File: src/logic/sfl_defs.vh
// shared constants of the serial flash link and protect block
`ifndef SFL_DEFS_VH
`define SFL_DEFS_VH
// command codes
`define SFL_CMD_SET_LATCH 8'h06
`define SFL_CMD_CLR_LATCH 8'h04
`define SFL_CMD_STAT_WR 8'h01
`define SFL_CMD_STAT_RD0 8'h05
`define SFL_CMD_STAT_RD1 8'h35
`define SFL_CMD_READ 8'h03
`define SFL_CMD_FAST 8'h0B
`define SFL_CMD_DUAL_OUT 8'h3B
`define SFL_CMD_QUAD_OUT 8'h6B
`define SFL_CMD_DUAL_IO 8'hBB
`define SFL_CMD_QUAD_IO 8'hEB
`define SFL_CMD_PAGE_WR 8'h02
`define SFL_CMD_WIPE_4K 8'h20
`define SFL_CMD_WIPE_32K 8'h52
`define SFL_CMD_WIPE_64K 8'hD8
`define SFL_CMD_WIPE_ALL_A 8'h60
`define SFL_CMD_WIPE_ALL_B 8'hC7
`define SFL_CMD_SLEEP 8'hB9
`define SFL_CMD_WAKE 8'hAB
`define SFL_CMD_RST_EN 8'h66
`define SFL_CMD_RST 8'h99
// operation kinds handed to the array core
`define SFL_OP_PROG 3'h0
`define SFL_OP_PROG_ABORT 3'h1
`define SFL_OP_WIPE_4K 3'h2
`define SFL_OP_WIPE_32K 3'h3
`define SFL_OP_WIPE_64K 3'h4
`define SFL_OP_WIPE_ALL 3'h5
`define SFL_OP_STAT_WR 3'h6
`define SFL_OP_SOFT_RST 3'h7
// array organisation (offset masks of page, sector, blocks, array; sector and 64 KB block sizes)
`define SFL_PAGE_MASK 21'h0000FF
`define SFL_SECT_MASK 21'h000FFF
`define SFL_B32_MASK 21'h007FFF
`define SFL_B64_MASK 21'h00FFFF
`define SFL_TOP_ADDR 21'h1FFFFF
`define SFL_SECT_SIZE 21'h001000
`define SFL_B64_SIZE 21'h010000
// status bit positions and write masks
`define SFL_ST_LOCK0 7
`define SFL_ST_LOCK1 8
`define SFL_ST_FOUR 9
`define SFL_ST_COMPL 14
`define SFL_ST_WR_MASK 16'h43FC
`define SFL_ST_FREE_MASK 16'h4200
`define SFL_ST_LOW_MASK 16'h00FF
// link clock counts per phase
`define SFL_ADDR_CLKS1 8'h18
`define SFL_ADDR_CLKS2 8'h0C
`define SFL_ADDR_CLKS4 8'h06
`define SFL_FAST_DUMMY 8'h08
`define SFL_DIO_DUMMY 8'h04
`define SFL_QIO_DUMMY 8'h06
`define SFL_CMD_CLKS 8'h08
`define SFL_PROG_DATA 16'h0020
`endif

File: src/logic/sfl_link.v
// serial flash link, pause handling, write latch and protection decode
// How it works
// - array is 2 MB: 256 B pages, 4 KB sectors, 32/64 KB blocks, 512 sectors
// - only rising link clock edges count, so idle-low and idle-high modes both work
// - inputs taken on rising link clock, outputs changed on falling link clock
// - dual reads use lanes zero and one, two bits per clock
// - quad reads use lanes zero to three, four bits per clock
// - quad reads are ignored unless the four lane enable bit is set
// - pausing stops only the link; core operations carry on
// - pause starts on pause pin low with select low once link clock is low, only while the four lane bit is clear
// - pause ends on pause pin high once link clock is low
// - while paused outputs float and link clock and inputs are ignored
// - select rising during pause resets the link state
// - latch set by its command, cleared by reset and writes, wipes, soft reset
// - protected region stays readable but rejects program and wipe
// - guard pin low with hardware lock and four lane bit clear refuses protect size and lock bit changes; complement bit stays writable
// - power-down ignores all but wake and the two step soft reset
// - protect codes with bit4 clear give 64 KB to 1 MB top or bottom
// - protect codes with bit4 set give 4 KB to 32 KB top or bottom
// - complement bit inverts the protected region exactly
// - bytes move most significant bit first from the first clock after select
// - writing commands ending off a byte boundary are discarded
`timescale 1ns/1ps
`include "sfl_defs.vh"

module sfl_fifo #(
    parameter WIDTH = 8,
    parameter DEPTH = 8,
    parameter AW = 3
) (
    input wire clock_i,
    input wire arst_n_i,
    input wire in_valid_i,
    input wire [WIDTH-1:0] in_data_i,
    output wire in_ready_o,
    output wire out_valid_o,
    output wire [WIDTH-1:0] out_data_o,
    input wire out_ready_i
);
    reg [WIDTH-1:0] mem [0:DEPTH-1];
    reg [AW-1:0] wr_ptr;
    reg [AW-1:0] rd_ptr;
    reg [AW:0] count;
    wire do_wr = in_valid_i & in_ready_o;
    wire do_rd = out_valid_o & out_ready_i;
    assign in_ready_o = (count != DEPTH[AW:0]);
    assign out_valid_o = (count != {(AW+1){1'b0}});
    assign out_data_o = mem[rd_ptr];
    // storage write
    always @(posedge clock_i) begin
        if (do_wr) begin
            mem[wr_ptr] <= in_data_i;
        end
    end
    // pointers and fill level
    always @(posedge clock_i or negedge arst_n_i) begin
        if (!arst_n_i) begin
            wr_ptr <= {AW{1'b0}};
            rd_ptr <= {AW{1'b0}};
            count <= {(AW+1){1'b0}};
        end else begin
            if (do_wr) begin
                wr_ptr <= (wr_ptr == DEPTH[AW-1:0] - 1'b1) ? {AW{1'b0}} : wr_ptr + 1'b1;
            end
            if (do_rd) begin
                rd_ptr <= (rd_ptr == DEPTH[AW-1:0] - 1'b1) ? {AW{1'b0}} : rd_ptr + 1'b1;
            end
            if (do_wr & !do_rd) begin
                count <= count + 1'b1;
            end else if (do_rd & !do_wr) begin
                count <= count - 1'b1;
            end
        end
    end
endmodule // sfl_fifo

module sfl_link #(
    parameter [15:0] STATUS_RESET = 16'h0000,
    parameter FIFO_DEPTH = 8,
    parameter FIFO_AW = 3
) (
    input wire clock_i,
    input wire arst_n_i,
    input wire sclk_i,
    input wire cs_n_i,
    input wire lane_zero_i,
    output reg lane_zero_o,
    output wire lane_zero_oe_o,
    input wire lane_one_i,
    output reg lane_one_o,
    output wire lane_one_oe_o,
    input wire lane_two_i,
    output reg lane_two_o,
    output wire lane_two_oe_o,
    input wire lane_three_i,
    output reg lane_three_o,
    output wire lane_three_oe_o,
    input wire busy_i,
    output reg [20:0] rd_addr_o,
    input wire [7:0] rd_data_i,
    output reg op_valid_o,
    output reg [2:0] op_kind_o,
    output reg [20:0] op_addr_o,
    output wire prog_valid_o,
    output wire [7:0] prog_data_o,
    input wire prog_ready_i,
    output wire [15:0] status_o,
    output reg write_latch_flag_o,
    output reg power_down_o,
    output reg paused_o
);
    reg [5:0] sync1;
    reg [5:0] sync2;
    reg sck_d;
    reg csn_d;
    reg [15:0] st;
    reg armed;
    reg [7:0] cmd;
    reg [23:0] asr;
    reg [7:0] dsr;
    reg [15:0] cnt;
    reg [15:0] stat_new;
    reg bad;
    reg pushed;
    reg [7:0] out_sr;
    reg out_on;
    reg [2:0] aw;
    reg [2:0] dw;
    reg [7:0] ac;
    reg [7:0] dmy;
    reg is_rd;
    reg is_srd;
    reg has_addr;
    reg [20:0] sz;
    reg [20:0] prot_lo;
    reg [20:0] prot_hi;
    reg prot_any;
    reg [20:0] tmask;
    reg [15:0] wmask;
    reg [7:0] nb;
    reg [7:0] ob;
    wire sck = sync2[5];
    wire csn = sync2[4];
    wire [3:0] lin = sync2[3:0];
    wire four = st[`SFL_ST_FOUR];
    wire pause_n = four | lin[3];
    wire guard_low = !four & !lin[2];
    wire rise = sck & !sck_d & !csn & !paused_o;
    wire fall = !sck & sck_d & !csn & !paused_o;
    wire cs_end = csn & !csn_d;
    wire whole = (cnt[2:0] == 3'h0) && (cnt != 16'h0000);
    wire [7:0] dstart = is_srd ? `SFL_CMD_CLKS : `SFL_CMD_CLKS + ac + dmy;
    wire [15:0] phase = cnt - {8'h00, dstart};
    wire in_data = (cnt >= {8'h00, dstart}) & (is_rd | is_srd);
    wire [2:0] cpbm = (dw == 3'h4) ? 3'h1 : (dw == 3'h2) ? 3'h3 : 3'h7;
    wire do_load = (phase[2:0] & cpbm) == 3'h0;
    wire [20:0] tgt_lo = asr[20:0] & ~tmask;
    wire [20:0] tgt_hi = asr[20:0] | tmask;
    wire hit = prot_any & !((tgt_hi < prot_lo) | (tgt_lo > prot_hi));
    wire write_ok = write_latch_flag_o & !busy_i & !hit;
    wire hw_lock = !st[`SFL_ST_LOCK1] & st[`SFL_ST_LOCK0] & guard_low;
    wire fifo_rdy;
    wire prog_push = rise & (cmd == `SFL_CMD_PAGE_WR) & (cnt >= `SFL_PROG_DATA)
        & (cnt[2:0] == 3'h7) & write_ok & !bad & !power_down_o;
    assign status_o = {st[15:2], write_latch_flag_o, busy_i};
    assign lane_one_oe_o = out_on & !csn & !paused_o;
    assign lane_zero_oe_o = lane_one_oe_o & (dw != 3'h1);
    assign lane_two_oe_o = lane_one_oe_o & (dw == 3'h4);
    assign lane_three_oe_o = lane_two_oe_o;

    // program data buffer toward the array core
    sfl_fifo #(.WIDTH(8), .DEPTH(FIFO_DEPTH), .AW(FIFO_AW)) u_fifo (
        .clock_i(clock_i),
        .arst_n_i(arst_n_i),
        .in_valid_i(prog_push),
        .in_data_i({dsr[6:0], lin[0]}),
        .in_ready_o(fifo_rdy),
        .out_valid_o(prog_valid_o),
        .out_data_o(prog_data_o),
        .out_ready_i(prog_ready_i)
    );

    // command decode: lane widths and phase lengths
    always @* begin
        aw = 3'h1;
        dw = 3'h1;
        ac = `SFL_ADDR_CLKS1;
        dmy = 8'h00;
        is_rd = 1'b0;
        is_srd = 1'b0;
        has_addr = 1'b0;
        tmask = `SFL_TOP_ADDR;
        case (cmd)
            `SFL_CMD_READ: begin
                is_rd = 1'b1;
                has_addr = 1'b1;
            end
            `SFL_CMD_FAST: begin
                is_rd = 1'b1;
                has_addr = 1'b1;
                dmy = `SFL_FAST_DUMMY;
            end
            `SFL_CMD_DUAL_OUT: begin
                is_rd = 1'b1;
                has_addr = 1'b1;
                dmy = `SFL_FAST_DUMMY;
                dw = 3'h2;
            end
            `SFL_CMD_QUAD_OUT: begin
                is_rd = four;
                has_addr = 1'b1;
                dmy = `SFL_FAST_DUMMY;
                dw = 3'h4;
            end
            `SFL_CMD_DUAL_IO: begin
                is_rd = 1'b1;
                has_addr = 1'b1;
                aw = 3'h2;
                ac = `SFL_ADDR_CLKS2;
                dmy = `SFL_DIO_DUMMY;
                dw = 3'h2;
            end
            `SFL_CMD_QUAD_IO: begin
                is_rd = four;
                has_addr = four;
                aw = 3'h4;
                ac = `SFL_ADDR_CLKS4;
                dmy = `SFL_QIO_DUMMY;
                dw = 3'h4;
            end
            `SFL_CMD_STAT_RD0, `SFL_CMD_STAT_RD1: begin
                is_srd = 1'b1;
            end
            `SFL_CMD_PAGE_WR: begin
                has_addr = 1'b1;
                tmask = `SFL_PAGE_MASK;
            end
            `SFL_CMD_WIPE_4K: begin
                has_addr = 1'b1;
                tmask = `SFL_SECT_MASK;
            end
            `SFL_CMD_WIPE_32K: begin
                has_addr = 1'b1;
                tmask = `SFL_B32_MASK;
            end
            `SFL_CMD_WIPE_64K: begin
                has_addr = 1'b1;
                tmask = `SFL_B64_MASK;
            end
            default: begin
                tmask = `SFL_TOP_ADDR;
            end
        endcase
    end

    // protected range from the protect size and complement bits
    always @* begin
        if (st[6]) begin
            sz = `SFL_SECT_SIZE << (st[4] ? 3'h3 : st[4:2] - 3'h1);
        end else begin
            sz = `SFL_B64_SIZE << (st[4:2] - 3'h1);
        end
        prot_any = (st[4:2] != 3'h0);
        prot_lo = st[5] ? 21'h000000 : `SFL_TOP_ADDR - sz + 21'h000001;
        prot_hi = st[5] ? sz - 21'h000001 : `SFL_TOP_ADDR;
        if (st[4:3] == 2'h3) begin
            prot_lo = 21'h000000;
            prot_hi = `SFL_TOP_ADDR;
        end
        if (st[`SFL_ST_COMPL]) begin
            if (!prot_any || st[4:3] == 2'h3) begin
                prot_any = !prot_any;
                prot_lo = 21'h000000;
                prot_hi = `SFL_TOP_ADDR;
            end else if (st[5]) begin
                prot_lo = sz;
                prot_hi = `SFL_TOP_ADDR;
            end else begin
                prot_hi = `SFL_TOP_ADDR - sz;
                prot_lo = 21'h000000;
            end
        end
        wmask = st[`SFL_ST_LOCK1] ? 16'h0000 : hw_lock ? `SFL_ST_FREE_MASK : `SFL_ST_WR_MASK;
        if (cnt < 16'h0018) begin
            wmask = wmask & `SFL_ST_LOW_MASK;
        end
    end

    // output byte source and next shifter value
    always @* begin
        if (is_srd) begin
            ob = (cmd == `SFL_CMD_STAT_RD1) ? status_o[15:8] : status_o[7:0];
        end else begin
            ob = rd_data_i;
        end
        if (do_load) begin
            nb = ob;
        end else if (dw == 3'h4) begin
            nb = {out_sr[3:0], 4'h0};
        end else if (dw == 3'h2) begin
            nb = {out_sr[5:0], 2'h0};
        end else begin
            nb = {out_sr[6:0], 1'h0};
        end
    end

    // pin synchronisers, edge history and pause tracking
    always @(posedge clock_i or negedge arst_n_i) begin
        if (!arst_n_i) begin
            sync1 <= 6'h30;
            sync2 <= 6'h30;
            sck_d <= 1'b0;
            csn_d <= 1'b1;
            paused_o <= 1'b0;
        end else begin
            sync1 <= {sclk_i, cs_n_i, lane_three_i, lane_two_i, lane_one_i, lane_zero_i};
            sync2 <= sync1;
            sck_d <= sck;
            csn_d <= csn;
            if (csn) begin
                paused_o <= 1'b0;
            end else if (!sck) begin
                paused_o <= !pause_n;
            end
        end
    end

    // frame shifters, counters and read output path
    always @(posedge clock_i or negedge arst_n_i) begin
        if (!arst_n_i) begin
            cmd <= 8'h00;
            asr <= 24'h000000;
            dsr <= 8'h00;
            cnt <= 16'h0000;
            stat_new <= 16'h0000;
            bad <= 1'b0;
            pushed <= 1'b0;
            out_sr <= 8'h00;
            out_on <= 1'b0;
            rd_addr_o <= 21'h000000;
            lane_zero_o <= 1'b0;
            lane_one_o <= 1'b0;
            lane_two_o <= 1'b0;
            lane_three_o <= 1'b0;
        end else if (csn) begin
            cnt <= 16'h0000;
            cmd <= 8'h00;
            bad <= 1'b0;
            pushed <= 1'b0;
            out_on <= 1'b0;
        end else begin
            if (rise) begin
                cnt <= cnt + 16'h0001;
                if (cnt < 16'h0008) begin
                    cmd <= {cmd[6:0], lin[0]};
                end else if (has_addr && cnt < 16'h0008 + {8'h00, ac}) begin
                    if (aw == 3'h4) begin
                        asr <= {asr[19:0], lin};
                    end else if (aw == 3'h2) begin
                        asr <= {asr[21:0], lin[1], lin[0]};
                    end else begin
                        asr <= {asr[22:0], lin[0]};
                    end
                    if (cnt == 16'h0007 + {8'h00, ac}) begin
                        if (aw == 3'h4) begin
                            rd_addr_o <= {asr[16:0], lin};
                        end else if (aw == 3'h2) begin
                            rd_addr_o <= {asr[18:0], lin[1], lin[0]};
                        end else begin
                            rd_addr_o <= {asr[19:0], lin[0]};
                        end
                    end
                end else begin
                    dsr <= {dsr[6:0], lin[0]};
                    if (cmd == `SFL_CMD_STAT_WR && cnt[2:0] == 3'h7) begin
                        if (cnt < 16'h0010) begin
                            stat_new[7:0] <= {dsr[6:0], lin[0]};
                        end else if (cnt < 16'h0018) begin
                            stat_new[15:8] <= {dsr[6:0], lin[0]};
                        end
                    end
                end
                if (prog_push) begin
                    bad <= !fifo_rdy;
                    pushed <= pushed | fifo_rdy;
                end
            end
            if (fall && in_data && !power_down_o) begin
                out_sr <= nb;
                out_on <= 1'b1;
                if (do_load && is_rd) begin
                    rd_addr_o <= rd_addr_o + 21'h000001;
                end
                lane_three_o <= (dw == 3'h4) & nb[7];
                lane_two_o <= (dw == 3'h4) & nb[6];
                lane_one_o <= (dw == 3'h4) ? nb[5] : nb[7];
                lane_zero_o <= (dw == 3'h4) ? nb[4] : nb[6];
            end
        end
    end

    // command execution at the end of a frame
    always @(posedge clock_i or negedge arst_n_i) begin
        if (!arst_n_i) begin
            st <= STATUS_RESET;
            armed <= 1'b0;
            write_latch_flag_o <= 1'b0;
            power_down_o <= 1'b0;
            op_valid_o <= 1'b0;
            op_kind_o <= 3'h0;
            op_addr_o <= 21'h000000;
        end else begin
            op_valid_o <= 1'b0;
            if (cs_end && cnt >= 16'h0008) begin
                armed <= (cmd == `SFL_CMD_RST_EN) & whole;
                op_addr_o <= tgt_lo;
                if (cmd == `SFL_CMD_RST && armed && whole) begin
                    write_latch_flag_o <= 1'b0;
                    power_down_o <= 1'b0;
                    op_valid_o <= 1'b1;
                    op_kind_o <= `SFL_OP_SOFT_RST;
                end else if (power_down_o) begin
                    power_down_o <= (cmd != `SFL_CMD_WAKE);
                end else begin
                    case (cmd)
                        `SFL_CMD_SET_LATCH: begin
                            write_latch_flag_o <= write_latch_flag_o | whole;
                        end
                        `SFL_CMD_CLR_LATCH: begin
                            write_latch_flag_o <= write_latch_flag_o & !whole;
                        end
                        `SFL_CMD_SLEEP: begin
                            power_down_o <= whole;
                        end
                        `SFL_CMD_STAT_WR: begin
                            if (whole && cnt >= 16'h0010 && write_latch_flag_o && !busy_i) begin
                                st <= (st & ~wmask) | (stat_new & wmask);
                                write_latch_flag_o <= 1'b0;
                                op_valid_o <= 1'b1;
                                op_kind_o <= `SFL_OP_STAT_WR;
                            end
                        end
                        `SFL_CMD_PAGE_WR: begin
                            if (whole && cnt > `SFL_PROG_DATA && write_ok && !bad) begin
                                write_latch_flag_o <= 1'b0;
                                op_valid_o <= 1'b1;
                                op_kind_o <= `SFL_OP_PROG;
                            end else if (pushed) begin
                                op_valid_o <= 1'b1;
                                op_kind_o <= `SFL_OP_PROG_ABORT;
                            end
                        end
                        `SFL_CMD_WIPE_4K, `SFL_CMD_WIPE_32K, `SFL_CMD_WIPE_64K: begin
                            if (whole && cnt >= `SFL_PROG_DATA && write_ok) begin
                                write_latch_flag_o <= 1'b0;
                                op_valid_o <= 1'b1;
                                op_kind_o <= (cmd == `SFL_CMD_WIPE_4K) ? `SFL_OP_WIPE_4K :
                                    (cmd == `SFL_CMD_WIPE_32K) ? `SFL_OP_WIPE_32K :
                                    `SFL_OP_WIPE_64K;
                            end
                        end
                        `SFL_CMD_WIPE_ALL_A, `SFL_CMD_WIPE_ALL_B: begin
                            if (whole && write_ok) begin
                                write_latch_flag_o <= 1'b0;
                                op_valid_o <= 1'b1;
                                op_kind_o <= `SFL_OP_WIPE_ALL;
                            end
                        end
                        default: begin
                            op_valid_o <= 1'b0;
                        end
                    endcase
                end
            end
        end
    end
endmodule // sfl_link

File: config.mk
export PLATFORM = sky130hd
export DESIGN_NAME = sfl_link
export DESIGN_NICKNAME = d
export VERILOG_FILES = /design/src/logic/sfl_link.v
export VERILOG_INCLUDE_DIRS = /design/src /design/src/logic
export SDC_FILE = /design/constraint.sdc
export NUM_CORES = 1
export LEC_CHECK = 0
export ABC_AREA = 1
export BUFFER_PORTS_ARGS = -buffer_cell sky130_fd_sc_hd__buf_4
export CAP_MARGIN = 20
export CORE_MARGIN = 1
export CORE_UTILIZATION = 61
export DETAILED_ROUTE_END_ITERATION = 12
export MAX_ROUTING_LAYER = met4
export PLACE_DENSITY = 0.89
export SYNTH_ARGS = -nofsm -noshare
export SYNTH_HDL_FRONTEND = slang
export SYNTH_HIERARCHICAL = 1
export SYNTH_SLANG_ARGS = --single-unit
File: constraint.sdc
create_clock -name clock_i -period 5.98 [get_ports clock_i]
set_clock_uncertainty 0.05 [all_clocks]
set_input_delay 1.495 -clock clock_i [delete_from_list [all_inputs] [get_ports clock_i]]
set_output_delay 1.495 -clock clock_i [all_outputs]
set_load 0.1 [all_outputs]
==> Word-level counts from Yosys, hierarchy flattened <==
Memories as Yosys holds them, arrays and structs flattened.
Index checks and enable logic that the tools add are counted.
{ "classes": {"add_sub_neg": 15, "magnitude_cmp": 11, "eq_ne": 39, "n_shift": 2, "n_mux": 95, "bitwise": 51, "reduce_logical": 68} }
{ "op_table": {"columns": ["cell", "count"], "rows": [
  ["21-bit two-way mux", 21],
  ["21-bit one-hot mux with 4 select lines", 1],
  ["8-bit two-way mux", 9],
  ["8-bit == test, second input constant", 6],
  ["21-bit by 1-bit adder with 21-bit output, second input constant", 2],
  ["3-bit two-way mux", 14],
  ["1-bit two-way mux", 34],
  ["1-bit bitwise AND", 32],
  ["16-bit bitwise AND", 2],
  ["8-bit by 7-bit == test with 1-bit output, second input constant", 4],
  ["16-bit by 5-bit less-than comparator with 1-bit output, second input constant", 2],
  ["16-bit two-way mux", 2],
  ["15-bit two-way mux", 2],
  ["8-bit by 3-bit == test with 1-bit output, second input constant", 3],
  ["8-bit by 6-bit == test with 1-bit output, second input constant", 3],
  ["21-bit bitwise AND", 1],
  ["21-bit greater-than comparator", 1],
  ["21-bit less-than comparator", 1],
  ["21-bit NOT", 1],
  ["21-bit bitwise OR", 1],
  ["7-bit AND reduction", 3],
  ["13-bit by 3-bit << shifter with 21-bit output, first input constant", 1],
  ["17-bit by 3-bit << shifter with 21-bit output, first input constant", 1],
  ["21-bit by 1-bit subtractor with 21-bit output, second input constant", 1],
  ["other kinds (64)", 133]
]} }
{ "totals": {"reg_bits": 172, "ram_bits": 64, "out_inout_bits": 82, "elab_cells": 312, "mem_count": 1} }
{ "mem_list": {"columns": ["name", "depth", "word_bits", "rd", "rd_ports_with_merged_regs", "wr", "line", "source"], "rows": [
  ["u_fifo.mem", 8, 8, 1, 0, 1, "sfl_link.v:40", "reg [WIDTH-1:0] mem [0:DEPTH-1];"]
]} }

==> Longest topological paths before layout <==
{ "depth": {"ltp_word": 23, "ltp_mapped": 35} }

==> Cells and area by module <==
Netlist, hierarchy kept.
{ "by_module_without_submodules": {"columns": ["mod", "instances", "cells_per_inst", "area_per_inst_um2", "seq_area_each_um2"], "rows": [
  ["sfl_link", 1, 1290, 9386.5, 3509.6],
  ["sfl_fifo", 1, 301, 3291.9, 2172.1]
]} }

==> Worst setup path before layout <==
No wires, ideal clock.
{ "synth_timing": {"path_kind": "reg2out", "startpoint": "register paused_o", "endpoint": "output port lane_two_oe_o", "arrival_ns": 5.098, "setup_slack_ns": -0.663, "path_stages_with_launch": 5, "cell_sequence": "dfrtp_1 nor3_1 inv_1 nor2_1 buf_4"} }
{ "synth_between": {"elab_chain_len": 3} }
{ "synth_rtl": {"columns": ["item", "line", "source"], "rows": [
  ["start: declaration", "sfl_link.v:110", "output reg paused_o"],
  ["start signal: assignment", "sfl_link.v:323", "paused_o <= !pause_n;"],
  ["1-bit zero test", "sfl_link.v:166", "assign lane_one_oe_o = out_on & !csn & !paused_o;"],
  ["1-bit bitwise AND", "sfl_link.v:166", null],
  ["via lane_one_oe_o", "sfl_link.v:91", "output wire lane_one_oe_o,"],
  ["1-bit bitwise AND", "sfl_link.v:168", "assign lane_two_oe_o = lane_one_oe_o & (dw == 3'h4);"],
  ["end: declaration", "sfl_link.v:94", "output wire lane_two_oe_o,"]
]} }
The timed path passes the listed nets, and every way through them passes these cells.

==> impl_metrics.ini <==
[status]
outcome = complete, no violations

[place]
dpl_cell_area_sq_um = 13400
place_ws_ns = 0.999
hpwl_um = 23000
io_buffers = 86
place.gp.congestion = 0.964

[die]
start_util_pct = 62.5
dieArea_sq_um = 21400
fp.dieH_um = 146
pin_count = 100
coreArea_sq_um = 20300
rows = 52
dieWidth_um = 146

[sta]
tns_ns = 0
hold_viol_final = 0
setup_slack_ns = 0.937
fmax_ghz = 0.198
rsz0062_at_grt = false
setup_viol = 0
worst_pin_slew_ns = 1.06
holdWs_ns = 0.288
slew_headroom_pct = 29.1
min_period_ns = 5.04
fin_crit_sh_pct = 84.3
final_max_slew_viol_count = 0

[critical_path]
rrSetupSlack_ns = 0.94
critical-path-top-delay-family = simple AND/OR/NAND/NOR gates
worstPathRequired_ns = 6.36
crit_path_top_delay_cell = dfrtp_1
reg2reg_depth = 31
crit_type = register to register
arrival_ns = 5.42
cp-end-kind = register
crit_buf_inv = 7
r2r-end = u_fifo/count[3]$_DFFE_PN0P_
crit_path_start_kind = register
crit_fanout = 6
cpPeakStageDelay_ns = 0.44
crit_top_cell = nand2_1

[logic_synthesis]
netlist_instances = 1591
synth_top_area_share_pct = 28.6
yosysMostFrequentCell = nand2_1
syn_area_per_cell_sq_um = 7.97
synth.area.top_cells = dfrtp_1 29%, edfxtp_1 15%, nand2_1 13%, inv_1 5.0%, ha_1 4.8%
yosys.area.top_type = dfrtp_1
synth_edf_count = 64
synth_cell_types = 63
synthArstFlopShare_pct = 70.1
synthTopCellsByCount = 446 x nand2_1, 170 x inv_1, 150 x nor2_1, 145 x dfrtp_1, 98 x o21ai_0
synth-main-ff-cell = dfrtp_1
yosys_warnings = 6
ys_seq_elements = 214
synth_area_sq_um = 12700
ys_seq_area_share_pct = 44.8

[route]
routed_wirelength_um = 32600
ant_nets = 0
routedWlPerCell_um = 16.7
first_pass_iters = 8
vias_per_cell = 5.83
drc = 0
drtIter0Drc = 1029
vias = 11371

[grt]
grt_start_max_net_pins = 112
grt_pass1_wl_um = 53500
grt_overflow = 0
grt_pass1_vias = 10710
track_usage_pct = 31.9
antenna_found_initial = 0

[finish]
syn_to_final_growth_pct = 11.8
fin_area_sq_um = 14200
layout-drive-gt1-share_pct = 13.6
area.sequential_sq_um = 5680
final_core_utilization_pct = 69.8
multi_input_area_sq_um = 5950
fin_nets = 1730
n_fill_cell = 1572
antennaDiodeCount = 0

[clock_network]
insertion_delay_ns = 0.54
clock_sinks = 214
path_clk_slew_ns = 0.06
holdBufCountCts = 0
cts.repair.resized = 0
htreeDepth = 1
cts_setup_buffers = 0
clock-root-buffer = clkbuf_16
clk_path_buf_depth = 3
cts_tree = yes
cts_buffers = 24

[hold_path]
min_from = sync1[1]$_DFF_PN0_
whs_path_depth = 0
whs_endpoint = sync2[1]$_DFF_PN0_
hold_class = register to register

[power_and_ir_drop]
cellPowerDensity_nw_per_um2 = 236
ir_drop_v = 0.000284
leakage_uw = 0.00681

[job]
drv_cap = 0
==> flip-flops by register name (all words and copies together) (netlist names), 6 cells and up, named ones only <==
register	count
asr	21
cmd	8
cnt	16
dsr	7
op_addr_o	13
out_sr	7
rd_addr_o	21
stat_new	9
sync1	6
sync2	6
u_fifo/mem	64
==> where the power goes <==
group | switching (uW) | total, uW | leakage, uW | internal, uW
logic | 243 | 308 | 0.00374 | 65.0
registers | 38.4 | 1560 | 0.00270 | 1520
clock network | 618 | 1470 | 0.000379 | 853
==> cell families (layout without fill, tap and decap cells) <==
group                    Yosys count  count (layout)  synth area share [%]
buffers and inverters            245             321                  8.69
adder cells (fa/ha/maj)           50              50                  4.99
multiplexers                       2               2                 0.158
AO/OA/AOI/OAI                    281             281                  12.6
XOR/XNOR                          17              17                  1.17
AND/OR/NAND/NOR                  781             781                  27.6
flip-flops                       214             214                  44.8
other                              1              14                0.0296
==> cell type report <==
cell class | instances | share of cell area (%)
flip-flops and latches | 214 | 40.1
clock inverters | 12 | 1.08
repair buffers | 90 | 4.93
multi-input cells | 1145 | 42.0
clock buffers | 32 | 4.52
inverters | 187 | 5.04
well taps | 270 | 2.38
==> layer usage <==
| metal | wire, um | vias up | global-route usage (%) |
|---|---|---|---|
| li1 | - | 5361 | - |
| met1 | 13500 | 5384 | 43.5 |
| met5 | 0 | - | - |
| met2 | 15400 | 559 | 49.8 |
| met4 | 636 | 0 | 8.49 |
| met3 | 3070 | 67 | 4.81 |
==> placed cells by master (no fill, tap or decap), types with 3 or more instances in the layout <==
cell type and count:
nor2_4 5, nand3_1 61, nor3_1 23, nor4_1 4
clkbuf_16 24, a22oi_1 3, nor2_2 13, nand2_1 446
nor2_1 150, nor3_2 3, dfrtp_1 145, o21ai_2 5
xnor2_1 6, o22ai_1 28, inv_1 170, clkinv_2 3
or2_2 3, o21ai_1 42, clkbuf_1 7, a31oi_1 5
o21bai_1 4, clkinv_4 3, o31ai_1 8, edfxtp_1 64
a221oi_1 3, nand2_2 25, o211ai_1 9, nor3_4 3
a21oi_1 62, buf_4 88, ha_1 49, a211oi_1 4
nand4_1 20, nand3_2 10, conb_1 14, dfstp_2 5
o21ai_0 98, inv_2 14, xor2_1 11
==> worst max-delay path by stage <==
| stage | startpoint | to | slack [ns] | depth (start not counted) |
|---|---|---|---|---|
| after global routing | register | u_fifo/count[3]$_DFFE_PN0P_ | 0.44 | 31 |
| after floorplan | paused_o$_DFFE_PN0P_ | lane_two_oe_o | 0.29 | 4 |
| final | register | u_fifo/count[3]$_DFFE_PN0P_ | 0.94 | 31 |
| after CTS | register | u_fifo/count[3]$_DFFE_PN0P_ | 0.98 | 31 |
| after detailed placement | register | u_fifo/count[3]$_DFFE_PN0P_ | 1.0 | 31 |
| after global placement | register | u_fifo/count[3]$_DFFE_PN0P_ | 1.16 | 29 |
==> per-stage QoR <==
step                      cells  power (uW)
final                      1950        3340
after global routing       1950        3430
after CTS                  1949        3350
after detailed placement   1905        1890
after global placement     1905        1890
after floorplan            1604        1820
Power figures use the tool's default switching activity.
